## src/include/dit_defines.svh

```systemverilog
/*
  Register indices, field positions and reset values of the dual interval timer.
  Assumes a 32-bit APB slave in which register index n sits at byte address 4*n.
*/
`ifndef DIT_DEFINES_SVH
`define DIT_DEFINES_SVH

// ----------------------------------------------------------------------------
// Register indices (byte address is four times the index)
// ----------------------------------------------------------------------------
`define DIT_IDX_PORT_B_OUTPUT 4'h0
`define DIT_IDX_PORT_B_DIRECTION 4'h2
`define DIT_IDX_FIRST_COUNT_LOW 4'h4
`define DIT_IDX_FIRST_COUNT_HIGH 4'h5
`define DIT_IDX_FIRST_LATCH_LOW 4'h6
`define DIT_IDX_FIRST_LATCH_HIGH 4'h7
`define DIT_IDX_SECOND_COUNT_LOW 4'h8
`define DIT_IDX_SECOND_COUNT_HIGH 4'h9
`define DIT_IDX_AUX_CONTROL 4'hB
`define DIT_IDX_INT_FLAGS 4'hD
`define DIT_IDX_INT_ENABLES 4'hE

// ----------------------------------------------------------------------------
// Field positions
// ----------------------------------------------------------------------------
`define DIT_AUX_FST_FREE 6
`define DIT_AUX_FST_OUT 7
`define DIT_AUX_SND_PULSE 5
`define DIT_FLG_FST 6
`define DIT_FLG_SND 5
`define DIT_FLG_ANY 7
`define DIT_ENA_SET 7
`define DIT_PB_SEVEN 7
`define DIT_PB_SIX 6

// ----------------------------------------------------------------------------
// Reset values
// ----------------------------------------------------------------------------
`define DIT_RST_BYTE 8'h00
`define DIT_RST_COUNT 16'h0000
`define DIT_RST_PB_SEVEN 1'b1

`endif

```

## src/include/dit_pkg.sv

```systemverilog
/*
  Types shared by the dual interval timer design.
  Assumes nothing beyond the defines header.
*/
package dit_pkg;

  // --------------------------------------------------------------------------
  // Bus slave phases, one-hot
  // --------------------------------------------------------------------------
  typedef enum logic [1:0] {
    DIT_IDLE = 2'b01,
    DIT_ACCESS = 2'b10
  } dit_apb_e;

endpackage

```

## src/hdl/dit_down_counter.sv

```systemverilog
/*
  A 16-bit loadable down counter with zero detect.
  Assumes load has priority over decrement and that the count wraps below zero.
*/
`include "dit_defines.svh"
module dit_down_counter
  import dit_pkg::*;
(
  input wire logic sys_clk,
  input wire logic resetn,
  input wire logic load,
  input wire logic [15:0] load_val,
  input wire logic dec,
  output logic [15:0] count,
  output logic is_zero
);

  always_ff @(posedge sys_clk or negedge resetn) begin
    if (!resetn) begin
      count <= `DIT_RST_COUNT;
    end else if (load) begin
      count <= load_val;
    end else if (dec) begin
      count <= count - 16'h0001;
    end
  end

  assign is_zero = (count == 16'h0000);

endmodule

```

## src/hdl/dit_fall_detect.sv

```systemverilog
/*
  Falling-edge detector for a pin level.
  Assumes the level is already synchronous to sys_clk.
*/
`include "dit_defines.svh"
module dit_fall_detect
  import dit_pkg::*;
(
  input wire logic sys_clk,
  input wire logic resetn,
  input wire logic level,
  output logic fall
);

  logic prev_r;

  // Reset high, so a pin held low from reset is seen as a falling edge in the first cycle after reset.
  always_ff @(posedge sys_clk or negedge resetn) begin
    if (!resetn) begin
      prev_r <= 1'b1;
    end else begin
      prev_r <= level;
    end
  end

  assign fall = prev_r & ~level;

endmodule

```

## src/hdl/dit_timer_top.sv

```systemverilog
/*
  Dual interval timer with interrupt flagging, reached over APB.
  Assumes one 25 MHz clock that is also the count rate, and pins synchronous to it.
*/
//
// Functional notes
// - Auxiliary control bits 7:6 select four first timer modes.
// - Writing first latch low or first count low loads only the low latch.
// - Reading first latch low returns it and keeps the first flag.
// - First latch high is read/write, with no transfer into the counter.
// - First count low is filled only from the low latch, on high write or free-run reload.
// - First high write loads high latch, transfers low latch, counts next cycle.
// - One-shot first timer decrements every clock and flags once at zero.
// - With output bit set in one-shot, port B bit seven pulses low once.
// - First flag clears on high counter write or low counter read.
// - Free-run zero sets flag, toggles bit seven, reloads sixteen bits.
// - Free-run flags every time-out without software rewriting the timer.
// - High counter writes restart the full period; retriggering avoids time-out.
// - Latch-only writes leave current countdown; they set the next period.
// - Bit seven carries timer output only when direction and mode bits set.
// - One auxiliary bit selects second timer one-shot or pulse counting.
// - Second timer: write latch low, read count low, read/write count high.
// - Second one-shot wraps to FFFF, flags again only after high write.
// - Second count low read clears its flag; low write loads latch only.
// - Second high write loads high, transfers low latch, clears flag.
// - Pulse mode decrements per falling bit six edge, flags once per arm.
// - Interrupt line is driven low while any enabled flag is set.
// - All flags in one register; bit seven shows any enabled interrupt.
// - The first timer flag is bit six of the flag register.
// - Writing one to a flag bit clears it; flags are readable anytime.
`include "dit_defines.svh"
module dit_timer_top
  import dit_pkg::*;
(
  input wire logic sys_clk,
  input wire logic resetn,
  input wire logic [11:0] paddr,
  input wire logic psel,
  input wire logic penable,
  input wire logic pwrite,
  input wire logic [31:0] pwdata,
  input wire logic [3:0] pstrb,
  output logic [31:0] prdata,
  output logic pready,
  output logic pslverr,
  input wire logic [7:0] port_b_in,
  output logic [7:0] port_b_out,
  output logic [7:0] port_b_oe,
  output logic irq_n_out,
  output logic irq_n_oe
);

  // --------------------------------------------------------------------------
  // Bus decode
  // --------------------------------------------------------------------------
  dit_apb_e state_r;
  logic [3:0] idx;
  logic mapped, setup, xfer, wr, rd;
  logic [7:0] wbyte, rd_byte;

  logic [7:0] orb_r, port_b_direction_r, aux_r, fst_lat_lo_r, fst_lat_hi_r, snd_lat_lo_r;
  logic fst_armed_r, snd_armed_r, fst_pb7_r, fst_flag_r, snd_flag_r;
  logic [1:0] ena_r, ena_nxt;
  logic fst_flag_nxt, snd_flag_nxt;
  logic [7:0] port_b_nxt, port_b_direction_nxt, aux_nxt;
  logic fst_pb7_nxt;

  logic [15:0] fst_cnt, snd_cnt, fst_load_val;
  logic fst_zero, snd_zero, fst_free, snd_pulse, fst_wr_hi, snd_wr_hi;
  logic fst_to, snd_to, fst_set, snd_set, fst_load, snd_dec, pb6_fall, irq_any;

  assign idx = paddr[5:2];
  assign setup = psel & ~penable;
  assign xfer = psel & penable & pready;
  assign wr = xfer & pwrite & pstrb[0] & mapped;
  assign rd = xfer & ~pwrite & mapped;
  assign wbyte = pwdata[7:0];

  assign mapped = (paddr[11:6] == 6'h00) && (idx inside {`DIT_IDX_PORT_B_OUTPUT, `DIT_IDX_PORT_B_DIRECTION,
    `DIT_IDX_FIRST_COUNT_LOW, `DIT_IDX_FIRST_COUNT_HIGH, `DIT_IDX_FIRST_LATCH_LOW, `DIT_IDX_FIRST_LATCH_HIGH,
    `DIT_IDX_SECOND_COUNT_LOW, `DIT_IDX_SECOND_COUNT_HIGH, `DIT_IDX_AUX_CONTROL, `DIT_IDX_INT_FLAGS,
    `DIT_IDX_INT_ENABLES});

  // Read data is sampled in the setup cycle, so every access takes one wait-free
  // access phase; the counters are therefore seen as they stood at setup.
  always_comb begin
    case (idx)
      `DIT_IDX_PORT_B_OUTPUT: rd_byte = (port_b_direction_r & orb_r) | (~port_b_direction_r & port_b_in);
      `DIT_IDX_PORT_B_DIRECTION: rd_byte = port_b_direction_r;
      `DIT_IDX_FIRST_COUNT_LOW: rd_byte = fst_cnt[7:0];
      `DIT_IDX_FIRST_COUNT_HIGH: rd_byte = fst_cnt[15:8];
      `DIT_IDX_FIRST_LATCH_LOW: rd_byte = fst_lat_lo_r;
      `DIT_IDX_FIRST_LATCH_HIGH: rd_byte = fst_lat_hi_r;
      `DIT_IDX_SECOND_COUNT_LOW: rd_byte = snd_cnt[7:0];
      `DIT_IDX_SECOND_COUNT_HIGH: rd_byte = snd_cnt[15:8];
      `DIT_IDX_AUX_CONTROL: rd_byte = aux_r;
      `DIT_IDX_INT_FLAGS: rd_byte = {irq_any, fst_flag_r, snd_flag_r, 5'h00};
      `DIT_IDX_INT_ENABLES: rd_byte = {1'b1, ena_r, 5'h00};
      default: rd_byte = `DIT_RST_BYTE;
    endcase
  end

  // --------------------------------------------------------------------------
  // APB slave
  // --------------------------------------------------------------------------
  always_ff @(posedge sys_clk or negedge resetn) begin
    if (!resetn) begin
      state_r <= DIT_IDLE;
      pready <= 1'b0;
      pslverr <= 1'b0;
      prdata <= 32'h0000_0000;
    end else begin
      case (state_r)
        DIT_IDLE: begin
          if (setup) begin
            state_r <= DIT_ACCESS;
            pready <= 1'b1;
            pslverr <= ~mapped;
            prdata <= (mapped && !pwrite) ? {24'h00_0000, rd_byte} : 32'h0000_0000;
          end
        end
        DIT_ACCESS: begin
          state_r <= DIT_IDLE;
          pready <= 1'b0;
          pslverr <= 1'b0;
        end
        default: begin
          state_r <= DIT_IDLE;
          pready <= 1'b0;
          pslverr <= 1'b0;
        end
      endcase
    end
  end

  // --------------------------------------------------------------------------
  // Control registers and latches
  // --------------------------------------------------------------------------
  always_ff @(posedge sys_clk or negedge resetn) begin
    if (!resetn) begin
      orb_r <= `DIT_RST_BYTE;
      port_b_direction_r <= `DIT_RST_BYTE;
      aux_r <= `DIT_RST_BYTE;
    end else if (wr) begin
      if (idx == `DIT_IDX_PORT_B_OUTPUT) begin
        orb_r <= wbyte;
      end
      if (idx == `DIT_IDX_PORT_B_DIRECTION) begin
        port_b_direction_r <= wbyte;
      end
      if (idx == `DIT_IDX_AUX_CONTROL) begin
        aux_r <= wbyte;
      end
    end
  end

  // Latch writes never touch the running counters, so they only shape the next period.
  always_ff @(posedge sys_clk or negedge resetn) begin
    if (!resetn) begin
      fst_lat_lo_r <= `DIT_RST_BYTE;
      fst_lat_hi_r <= `DIT_RST_BYTE;
      snd_lat_lo_r <= `DIT_RST_BYTE;
    end else if (wr) begin
      if (idx == `DIT_IDX_FIRST_COUNT_LOW || idx == `DIT_IDX_FIRST_LATCH_LOW) begin
        fst_lat_lo_r <= wbyte;
      end
      if (idx == `DIT_IDX_FIRST_LATCH_HIGH || idx == `DIT_IDX_FIRST_COUNT_HIGH) begin
        fst_lat_hi_r <= wbyte;
      end
      if (idx == `DIT_IDX_SECOND_COUNT_LOW) begin
        snd_lat_lo_r <= wbyte;
      end
    end
  end

  // --------------------------------------------------------------------------
  // First timer
  // --------------------------------------------------------------------------
  assign fst_free = aux_r[`DIT_AUX_FST_FREE];
  assign fst_wr_hi = wr & (idx == `DIT_IDX_FIRST_COUNT_HIGH);
  // A time-out is the clock at which the count stands at zero and no high counter write comes; free-run reloads it there.
  assign fst_to = ~fst_wr_hi & fst_zero;
  assign fst_set = fst_to & (fst_free | fst_armed_r);
  assign fst_load = fst_wr_hi | (fst_to & fst_free);
  assign fst_load_val = fst_wr_hi ? {wbyte, fst_lat_lo_r} : {fst_lat_hi_r, fst_lat_lo_r};

  dit_down_counter u_fst_cnt (
    .sys_clk(sys_clk),
    .resetn(resetn),
    .load(fst_load),
    .load_val(fst_load_val),
    .dec(1'b1),
    .count(fst_cnt),
    .is_zero(fst_zero)
  );

  always_ff @(posedge sys_clk or negedge resetn) begin
    if (!resetn) begin
      fst_armed_r <= 1'b0;
      fst_pb7_r <= `DIT_RST_PB_SEVEN;
    end else if (fst_wr_hi) begin
      fst_armed_r <= 1'b1;
      fst_pb7_r <= 1'b0;
    end else if (fst_set) begin
      fst_armed_r <= 1'b0;
      fst_pb7_r <= fst_free ? ~fst_pb7_r : 1'b1;
    end
  end

  // --------------------------------------------------------------------------
  // Second timer
  // --------------------------------------------------------------------------
  assign snd_pulse = aux_r[`DIT_AUX_SND_PULSE];
  assign snd_wr_hi = wr & (idx == `DIT_IDX_SECOND_COUNT_HIGH);
  assign snd_dec = snd_pulse ? pb6_fall : 1'b1;
  assign snd_to = ~snd_wr_hi & snd_dec & snd_zero;
  assign snd_set = snd_to & snd_armed_r;

  dit_fall_detect u_pb6_fall (
    .sys_clk(sys_clk),
    .resetn(resetn),
    .level(port_b_in[`DIT_PB_SIX]),
    .fall(pb6_fall)
  );

  // The count wraps through zero to all ones and keeps running after a time-out.
  dit_down_counter u_snd_cnt (
    .sys_clk(sys_clk),
    .resetn(resetn),
    .load(snd_wr_hi),
    .load_val({wbyte, snd_lat_lo_r}),
    .dec(snd_dec),
    .count(snd_cnt),
    .is_zero(snd_zero)
  );

  always_ff @(posedge sys_clk or negedge resetn) begin
    if (!resetn) begin
      snd_armed_r <= 1'b0;
    end else if (snd_wr_hi) begin
      snd_armed_r <= 1'b1;
    end else if (snd_set) begin
      snd_armed_r <= 1'b0;
    end
  end

  // --------------------------------------------------------------------------
  // Flags, enables and interrupt line
  // --------------------------------------------------------------------------
  // A time-out in the cycle of a clear wins, so no event is lost.
  always_comb begin
    fst_flag_nxt = fst_flag_r;
    snd_flag_nxt = snd_flag_r;
    ena_nxt = ena_r;
    if (fst_wr_hi || (rd && idx == `DIT_IDX_FIRST_COUNT_LOW)) begin
      fst_flag_nxt = 1'b0;
    end
    if (snd_wr_hi || (rd && idx == `DIT_IDX_SECOND_COUNT_LOW)) begin
      snd_flag_nxt = 1'b0;
    end
    if (wr && idx == `DIT_IDX_INT_FLAGS) begin
      fst_flag_nxt = fst_flag_nxt & ~wbyte[`DIT_FLG_FST];
      snd_flag_nxt = snd_flag_nxt & ~wbyte[`DIT_FLG_SND];
    end
    if (wr && idx == `DIT_IDX_INT_ENABLES) begin
      if (wbyte[`DIT_ENA_SET]) begin
        ena_nxt = ena_r | wbyte[`DIT_FLG_FST:`DIT_FLG_SND];
      end else begin
        ena_nxt = ena_r & ~wbyte[`DIT_FLG_FST:`DIT_FLG_SND];
      end
    end
    if (fst_set) begin
      fst_flag_nxt = 1'b1;
    end
    if (snd_set) begin
      snd_flag_nxt = 1'b1;
    end
  end

  assign irq_any = (fst_flag_r & ena_r[1]) | (snd_flag_r & ena_r[0]);

  always_ff @(posedge sys_clk or negedge resetn) begin
    if (!resetn) begin
      fst_flag_r <= 1'b0;
      snd_flag_r <= 1'b0;
      ena_r <= 2'b00;
      irq_n_out <= 1'b0;
      irq_n_oe <= 1'b0;
    end else begin
      fst_flag_r <= fst_flag_nxt;
      snd_flag_r <= snd_flag_nxt;
      ena_r <= ena_nxt;
      irq_n_out <= 1'b0;
      irq_n_oe <= (fst_flag_nxt & ena_nxt[1]) | (snd_flag_nxt & ena_nxt[0]);
    end
  end

  // --------------------------------------------------------------------------
  // Port B pins
  // --------------------------------------------------------------------------
  // Built from next values so the pins move at the same edge as the registers.
  always_comb begin
    port_b_direction_nxt = (wr && idx == `DIT_IDX_PORT_B_DIRECTION) ? wbyte : port_b_direction_r;
    aux_nxt = (wr && idx == `DIT_IDX_AUX_CONTROL) ? wbyte : aux_r;
    fst_pb7_nxt = fst_pb7_r;
    if (fst_wr_hi) begin
      fst_pb7_nxt = 1'b0;
    end else if (fst_set) begin
      fst_pb7_nxt = fst_free ? ~fst_pb7_r : 1'b1;
    end
    port_b_nxt = (wr && idx == `DIT_IDX_PORT_B_OUTPUT) ? wbyte : orb_r;
    if (port_b_direction_nxt[`DIT_PB_SEVEN] && aux_nxt[`DIT_AUX_FST_OUT]) begin
      port_b_nxt[`DIT_PB_SEVEN] = fst_pb7_nxt;
    end
  end

  always_ff @(posedge sys_clk or negedge resetn) begin
    if (!resetn) begin
      port_b_out <= `DIT_RST_BYTE;
      port_b_oe <= `DIT_RST_BYTE;
    end else begin
      port_b_out <= port_b_nxt;
      port_b_oe <= port_b_direction_nxt;
    end
  end
endmodule

```

## config.mk

```make
export PLATFORM = sky130hd
export DESIGN_NAME = dit_timer_top
export DESIGN_NICKNAME = d
export VERILOG_FILES = /design/src/include/dit_pkg.sv /design/src/hdl/dit_down_counter.sv /design/src/hdl/dit_fall_detect.sv /design/src/hdl/dit_timer_top.sv
export VERILOG_INCLUDE_DIRS = /design/src /design/src/include
export SDC_FILE = /design/constraint.sdc
export NUM_CORES = 1
export LEC_CHECK = 0
export ABC_AREA = 1
export BUFFER_PORTS_ARGS = -buffer_cell sky130_fd_sc_hd__buf_2
export CAP_MARGIN = 20
export CORE_UTILIZATION = 51
export CTS_CLUSTER_DIAMETER = 80
export CTS_CLUSTER_SIZE = 28
export DETAILED_ROUTE_END_ITERATION = 16
export PLACE_DENSITY = 0.74
export SLEW_MARGIN = 10
export SYNTH_ARGS = -nofsm -noshare
export SYNTH_HDL_FRONTEND = slang
export SYNTH_SLANG_ARGS = --single-unit
```

## constraint.sdc

```tcl
create_clock -name sys_clk -period 1.75 [get_ports sys_clk]
set_input_delay 0 -clock sys_clk [delete_from_list [all_inputs] [get_ports sys_clk]]
set_output_delay 0 -clock sys_clk [all_outputs]
set_load 0.02 [all_outputs]
```

Word level (Yosys, flattened, before mapping)
Index checks and enable logic that the tools add are counted.
Widths: inputs -> output; s select.

word-level totals
  bits in registers = 141
  output and inout port bits = 52

operators by class
  multiplexer cells = 32
  bitwise operators = 43
  equality and inequality tests = 12
  reductions and logical operators = 30
  $add $sub $neg = 2

operator list
  kind                   number
  $pmux 8 s11            1
  $mux 16                4
  $logic_not 16->1       2
  $mux 8                 4
  $sub 16x1->16 const B  2
  $and 1x1->1            23
  $eq 4x4->1 const B     5
  $mux 1                 19
  $and 8x8->8            2
  $eq 4x3->1 const B     4
  $reduce_and 2->1       7
  $reduce_bool 11->1     1
  $logic_and 1x1->1      10
  $not 1->1              9
  $mux 2                 4
  $not 8->8              1
  $or 8x8->8             1
  $logic_not 6->1        1
  $reduce_bool 2->1      3
  $eq 4x2->1 const B     1
  $logic_not 4->1        1
  $logic_or 1x1->1       4
  $or 1x1->1             4
  $and 2x2->2            1
  5 further kinds        5

Longest topological paths before layout
Gate-level depths: netlist of the first run.

  depth after elaboration = 13
  gate-level depth with buffers = 13
  depth with buffers taken out = 13

Hierarchy
A second synthesis of the first run with hierarchy kept.

second synthesis, totals
  cell total of the unflattened synthesis = 799
  area, all modules = 6347.3 sq um

modules (own cells, without submodules)
  module            area an instance (sq um)  cells each  seq. area each (sq um)  times used
  dit_timer_top     4124.0                    484         2079.5                  1
  dit_down_counter  1093.5                    156         400.4                   2
  dit_fall_detect   36.3                      3           26.3                    1

Worst setup path before layout of the first run
No wires, ideal clock.

  kind = register to register
  start point = register pready
  end point = register orb_r[4]
  data required time = 1.617 ns
  clock period less this slack = 1.889 ns
  data arrival time = 1.756 ns
  path slack = -0.139 ns
  cell stages (with the launch flop) = 7
  setup time = 0.133 ns
  path buffers = 1
  cells stage by stage = dfrtp_1 -> nand3_1 -> nor2_1 -> nand2_4 -> nor2_4 -> buf_4 -> mux2_1

on the way
  longest elaborated chain between the ends = 5

RTL lines
  item                        RTL line              text
  start, declared             dit_timer_top.sv:44   output logic pready,
  start signal, assigned      dit_timer_top.sv:109  pready <= 1'b0;
  start signal, assigned      dit_timer_top.sv:117  pready <= 1'b1;
  start signal, assigned      dit_timer_top.sv:124  pready <= 1'b0;
  $and 1x1->1                 dit_timer_top.sv:74   assign xfer = psel & penable & pready;
  $and 1x1->1 (3 in series)   dit_timer_top.sv:75   assign wr = xfer & pwrite & pstrb[0] & mapped;
  $reduce_and 2->1 (no line)  -
  end signal, assigned        dit_timer_top.sv:141  orb_r <= `DIT_RST_BYTE;
  end signal, assigned        dit_timer_top.sv:146  orb_r <= wbyte;
  end, declared               dit_timer_top.sv:61   logic [7:0] orb_r, port_b_direction_r, aux_r, fst_lat_lo_r, fst_lat_hi_r, snd_lat_lo_r;

Every way passes these cells.
A chain may end at the register's enable or synchronous reset.

Worst setup path after layout of the first run
  start point = register u_snd_cnt.count[0]
  end point = register u_snd_cnt.count[12]

on the way
  longest elaborated chain between the ends = 3

RTL lines
  item                    RTL line                text
  start, declared         dit_down_counter.sv:14  output logic [15:0] count,
  start signal, assigned  dit_down_counter.sv:20  count <= `DIT_RST_COUNT;
  start signal, assigned  dit_down_counter.sv:22  count <= load_val;
  start signal, assigned  dit_down_counter.sv:24  count <= count - 16'h0001;
  $sub 16x1->16           dit_down_counter.sv:24
  $mux 16                 dit_down_counter.sv:23  end else if (dec) begin
  $mux 16                 dit_down_counter.sv:21  end else if (load) begin

Every way passes these cells. The select of a mux whose other input is x is not followed.

==> flow_summary.toml, run 1 <==
[routing]
dr.pass1.iters = 5
ant_nets = 0
drc = 0
finalWirelength_mm = 17.9
post_drt_wl_per_cell_um = 17.5
drtIter0Drc = 484
num_vias = 5642
via_per_inst = 5.52

[worst_setup_path]
reg2reg_from = "u_snd_cnt.count[0]"
crit_path_top_delay_cell = "dfrtp_1"
worstSetupStartpointType = "flop"
cp_slowest_stage_delay_ns = 0.39
path_class = "flop to flop"
path_buf_inv = 2
reg2reg_to = "u_snd_cnt.count[12]"
worstPathArrival_ns = 2.03
cp_data_required_time_ns = 2.05
crit_family = "simple AND/OR/NAND/NOR gates"
cp_max_fo = 3
regToRegSetupSlack_ns = 0.02
rr_worst_depth = 11
end_kind = "flop"
cp_cell_sequence = "inv_2, ha_4, nand3_4, nor2_4, nand4_1, nor2_2, nand3_1, xor2_1, nand2_1, o21ai_1, inv_1"

[final_layout]
multi_input_area_mm2 = 0.00271
areaGrowthSynthToFinish_pct = 28.2
final_util = 0.676
fillers = 942
regArea_mm2 = 0.00291
final_nets = 930
instances_no_fill = 1023
diodes = 0
final_layout_size_suffix_gt1_frac = 0.264

[synth]
ys_seq_area_frac = 0.480
netlist_area_mm2 = 0.00605
netlist_instances = 724
synth_cell_types = 46
syn_avg_cell_area_um2 = 8.36
yosys_register_bits = 116
yosys_warnings = 0

[placed_design]
hpwlAfterDp_mm = 12.8
dp.cells = 975
port_buffers = 58
gp_congestion = 0.951

[run]
cap_viol_max_count = 0

[sta]
slew_viol_final = 0
finalSetupViolations = 0
setup_tns_ns = 0
tightest_slew_ns = 0.604
finalCriticalPeriod_ns = 1.73
clock_skew_ns = 0.0107
max_freq_ghz = 0.579
slew_headroom = 0.597
rsz0062_at_grt = "true"
hold_viol_final = 1
whs_ns = -0.00378
min_period_over_period = 0.986

[global_routing]
track_usage = 0.299
grt_pass1_vias = 5517
grt_pass1_wl_mm = 28.3
grt_max_degree = 45
antenna_found_initial = 0
grt.overflow.total = 0

[cts]
htreeDepth = 4
numCtsBuffers = 17
insertion_delay_ns = 0.42
clk_pin_slew_ns = 0.06
clk_path_buf_depth = 2
cts_tree = "done"
root_buffer = "clkbuf_16"
cts_sinks = 116

[worst_hold_path]
min_path_type = "input pin to flop"
hold_start = "psel"
min_path_cells = 4
hold_end = "pslverr"

[power]
p_leak_nw = 3.94
ir_drop_mv = 0.724
p_per_area_mw_per_mm2 = 1010

[die]
fp.coreArea_mm2 = 0.0115
start_util = 0.528
die_w_um = 111
top_level_ports = 113
die_area_mm2 = 0.0123
die_y_um = 111
fp-row-count = 39

[run_status]
status = "complete, but fails checks"
violations = "negative hold slack"
-- cell type report --
class,count,area share
well taps,143,0.0231
inverters,106,0.0515
clock buffers,17,0.0549
flip-flops and latches,116,0.375
clock inverters,15,0.0218
repair buffers,139,0.124
multi-input cells,487,0.350
-- per-layer routing --
layer,share of wire,global-route usage,up-vias
li1,-,-,2616
met1,0.41,0.397,2684
met2,0.48,0.474,298
met3,0.083,0.0651,44
met4,0.030,0.123,0
met5,0,0,-
-- report_power, final --
| part | internal, mW | switching [mW] |
|---|---|---|
| combinational | 0.517 | 0.810 |
| sequential | 2.84 | 0.145 |
| clock | 2.13 | 1.38 |
-- cells in the final DEF, fill, tap and decap left out, drive strengths merged, types with 3 or more instances in the layout --
cell type / instances
o21a: 9
nand3: 35
dfstp: 3
inv: 110
dlygate4sd3: 10
xor2: 22
nor2: 71
a21oi: 33
o22ai: 17
o221ai: 5
conb: 25
o211ai: 8
nor4: 7
nand4: 10
nand2: 143
o21ai: 72
buf: 129
clkbuf: 17
dfrtp: 113
nor3: 9
clkinv: 8
mux2: 6
-- tightest hold or removal path: stages --
cell     delay, ns
buf_2         0.11
inv_1         0.05
nor2_1        0.06
a21oi_1       0.14
-- through the flow --
stage	power (mW)	instance area, µm²	setup WS [ns]
after floorplan	3.63	6150	0.0553
after global placement	4.11	6870	0.0165
after detailed placement	4.14	6870	-0.0313
after CTS	7.67	7600	0.00204
after global routing	8.09	7750	-0.0912
final	7.82	7750	0.0238
-- registers in the layout (all words and copies together) (netlist names), 2 cells and up --
signal              count
snd_lat_lo_r            8
port_b_direction_r      8
orb_r                   8
prdata                  8
u_fst_cnt.count        16
fst_lat_lo_r            8
u_snd_cnt.count        16
port_b_oe               8
port_b_out              8
aux_r                   8
fst_lat_hi_r            8
ena_r                   2
-- synth_stat cells, drive strengths merged --
cell type,number,area share
a221oi,2,0.0029
clkbuf,5,0.0031
o22ai,17,0.018
dfstp,3,0.013
a21boi,1,0.0012
o211ai,8,0.0099
nand3b,2,0.0025
xnor2,1,0.0014
nor3,9,0.0074
or2,2,0.0021
o221ai,5,0.0072
ha,2,0.0041
conb,1,0.00062
o21a,9,0.011
a21oi,33,0.032
nand2,143,0.091
buf,34,0.042
o21ai,72,0.061
a21o,1,0.0012
a211oi,2,0.0025
inv,104,0.065
nand4,10,0.011
nor4,7,0.0072
clkinv,2,0.0014
nor2,71,0.053
dfrtp,113,0.47
nand3,35,0.035
a31oi,2,0.0021
mux2,6,0.011
xor2,22,0.032
-- worst max path at each step --
stage	from	to	slack (ns)	cells past startpoint
after floorplan	u_fst_cnt.count[0]	u_fst_cnt.count[9]	0.06	11
after global placement	paddr[7]	port_b_out[4]	0.02	8
after detailed placement	paddr[7]	port_b_out[6]	-0.03	8
after CTS	u_snd_cnt.count[5]	u_snd_cnt.count[15]	0.002	9
after global routing	u_fst_cnt.count[12]	port_b_out[7]	-0.09	13
final	u_snd_cnt.count[0]	u_snd_cnt.count[12]	0.02	11
-- cell families (layout without fill, tap and decap cells) --
family                   count (synthesis)  after routing  synth area share
AND/OR/NAND/NOR                        279            279             0.210
flip-flops                             116            116             0.480
adder cells (fa/ha/maj)                  2              2           0.00414
AO/OA/AOI/OAI                          152            152             0.149
multiplexers                             6              6            0.0112
XOR/XNOR                                23             23            0.0333
buffers and inverters                  145            277             0.111
other                                    1             25          0.000620
-- timing repair --
| item | 4_1_cts | 5_1_grt |
|---|---|---|
| setup buffers | 0 | 6 |
| hold endpoints to repair | 66 | 0 |
| gates resized for setup | 5 | 33 |
| gates cloned | 0 | 0 |
| endpoints found under the setup margin | 5 | 52 |
| pin swaps | 1 | 14 |
| hold buffers | 11 | 0 |
No activity file was read; power rests on OpenSTA's default activity.
==> run 2, diff against run 1 <==
CORE_UTILIZATION = 53   (was 51)
clock period = 1.98 ns   (was 1.75 ns; I/O delays follow)
==> run 2 against run 1 <==
  * The run now ends clean
  * Sequential power fell by 12%
  * Sequential share of layout area is 2.0 points higher
  * Combinational power fell by 32%
  * Utilization decreased by 0.63 points
  * Clock power fell by 9.1%
  * Fmax shrank 7.1%
  * Die area fell by 3.7%
  * Via count fell by 3.5%
  * Clock skew down 0.0052 ns
  * Count of clock-buffer cells in the layout up 6
  * Global-route usage increased by 0.38 points
==> flow_summary.toml, run 2 (synthesis gave the netlist of run 1 again) <==
[placed_design]
gp_congestion = 0.951
port_buffers = 58
hpwlAfterDp_mm = 11.9
dp.cells = 935

[cts]
root_buffer = "clkbuf_16"
htreeDepth = 4
clk_pin_slew_ns = 0.05
cts_sinks = 116
clk_path_buf_depth = 2
numCtsBuffers = 17
cts_tree = "done"
post_cts_buffers = 0
insertion_delay_ns = 0.42

[die]
fp.coreArea_mm2 = 0.0110
top_level_ports = 113
fp-row-count = 38
die_y_um = 109
start_util = 0.551
die_w_um = 109
die_area_mm2 = 0.0118

[worst_setup_path]
path_class = "flop to flop"
cp_data_required_time_ns = 2.32
cp_max_fo = 8
crit_path_top_delay_cell = "dfrtp_1"
path_buf_inv = 2
worstPathArrival_ns = 2.20
regToRegSetupSlack_ns = 0.12
cp_cell_sequence = "inv_1, ha_2, nand2_1, nor3_1, nand2_1, nor2_2, nand2_2, nand2_2, buf_4, nor2_1, a21oi_1"
crit_family = "simple AND/OR/NAND/NOR gates"
cp_slowest_stage_delay_ns = 0.38
end_kind = "flop"
reg2reg_to = "u_fst_cnt.count[4]"
rr_worst_depth = 11
worstSetupStartpointType = "flop"
reg2reg_from = "u_fst_cnt.count[1]"

[sta]
finalSetupViolations = 0
max_freq_ghz = 0.538
min_period_over_period = 0.939
hold_viol_final = 0
clock_skew_ns = 0.00543
finalCriticalPeriod_ns = 1.86
slew_headroom = 0.613
setup_tns_ns = 0
rsz0062_at_grt = "true"
slew_viol_final = 0
tightest_slew_ns = 0.575

[power]
p_leak_nw = 3.72
ir_drop_mv = 0.516
p_per_area_mw_per_mm2 = 915

[routing]
ant_nets = 0
num_vias = 5444
drc = 0
dr.pass1.iters = 5
post_drt_wl_per_cell_um = 16.9
via_per_inst = 5.57
finalWirelength_mm = 16.5
drtIter0Drc = 514

[final_layout]
final_nets = 889
instances_no_fill = 978
largestRegisters = "u_fst_cnt.count: 16 flops, u_snd_cnt.count: 16 flops"
diodes = 0
areaGrowthSynthToFinish_pct = 21.6
final_layout_size_suffix_gt1_frac = 0.200
layout_common_cells = "nand2_1 (138), dfrtp_1 (113), inv_1 (100), nor2_1 (57), buf_2 (57)"
final_common_cell = "nand2_1"

[global_routing]
grt.overflow.total = 0
track_usage = 0.302
grt_pass1_vias = 5289
antenna_found_initial = 0
grt_max_degree = 51
grt_pass1_wl_mm = 26.4

[run]
cap_viol_max_count = 0

[worst_hold_path]
min_path_cells = 5
hold_start = "psel"
min_path_type = "input pin to flop"
hold_end = "pslverr"

[run_status]
status = "complete, no violations"
## run 2: changes by cell type in the layout (fill, tap and decap cells not counted), sizes merged
cell	delta
buf	-43
clkbuf	+6
bufinv	+1
clkinvlp	+2
inv	-6
clkinv	-4
dlygate4sd3	+2
## run 2: worst reg2reg max path: stages (launching register included)
cell	delay [ns]
dfrtp_1	0.38
inv_1	0.10
ha_2	0.21
nand2_1	0.07
nor3_1	0.15
nand2_1	0.12
nor2_2	0.15
nand2_2	0.16
nand2_2	0.13
buf_4	0.15
nor2_1	0.04
a21oi_1	0.12
## run 2: worst max path at each step
stage,slack [ns],startpoint,cells past startpoint,end
finish,0.12,u_fst_cnt.count[1],11,u_fst_cnt.count[4]
global route,-0.04,u_snd_cnt.count[0],11,u_snd_cnt.count[12]
CTS,0.02,u_fst_cnt.count[1],8,u_fst_cnt.count[1]
detailed placement,0.009,paddr[7],9,u_fst_cnt.count[8]
global placement,0.06,paddr[7],10,u_snd_cnt.count[10]
floorplan,0.09,pready,6,orb_r[4]
## run 2: final cells by class
cell class	count	area [µm²]
sequential	116	2910
multi-input combinational	487	2610
timing repair buffer	98	648
clock buffer	23	498
inverter	106	399
fill	880	3620
clock inverter	8	123
tap	140	175
## run 2: metal layers
metal,wire length (µm),vias to the layer above,global-route usage
met3,1270,69,0.0658
met4,808,0,0.181
met2,7570,289,0.473
met1,6860,2553,0.385
li1,-,2533,-
met5,0,-,0
## run 2: stage by stage
stage           util  total power, mW  hold slack (ns)  instance area [µm²]  worst slack, ns
2_1_floorplan      -             3.21           -0.296                 6140           0.0912
3_3_place_gp   0.598             3.47           0.0289                 6570           0.0644
3_5_place_dp   0.598             3.50           0.0326                 6570          0.00910
4_1_cts        0.665             6.70           0.0270                 7310           0.0172
5_1_grt        0.670             6.96            0.110                 7360          -0.0425
6_report       0.670             6.73           0.0339                 7360            0.121
## run 2: power by group
part / switching [mW] / internal [mW]
registers: 0.129 / 2.51
clock network: 1.06 / 2.13
logic: 0.604 / 0.296
## run 2: repair_timing
item                                    CTS  global route
hold buffers                             12             0
gates resized for setup                   0            16
endpoints found under the setup margin    0            23
endpoints found under the hold margin    77             0
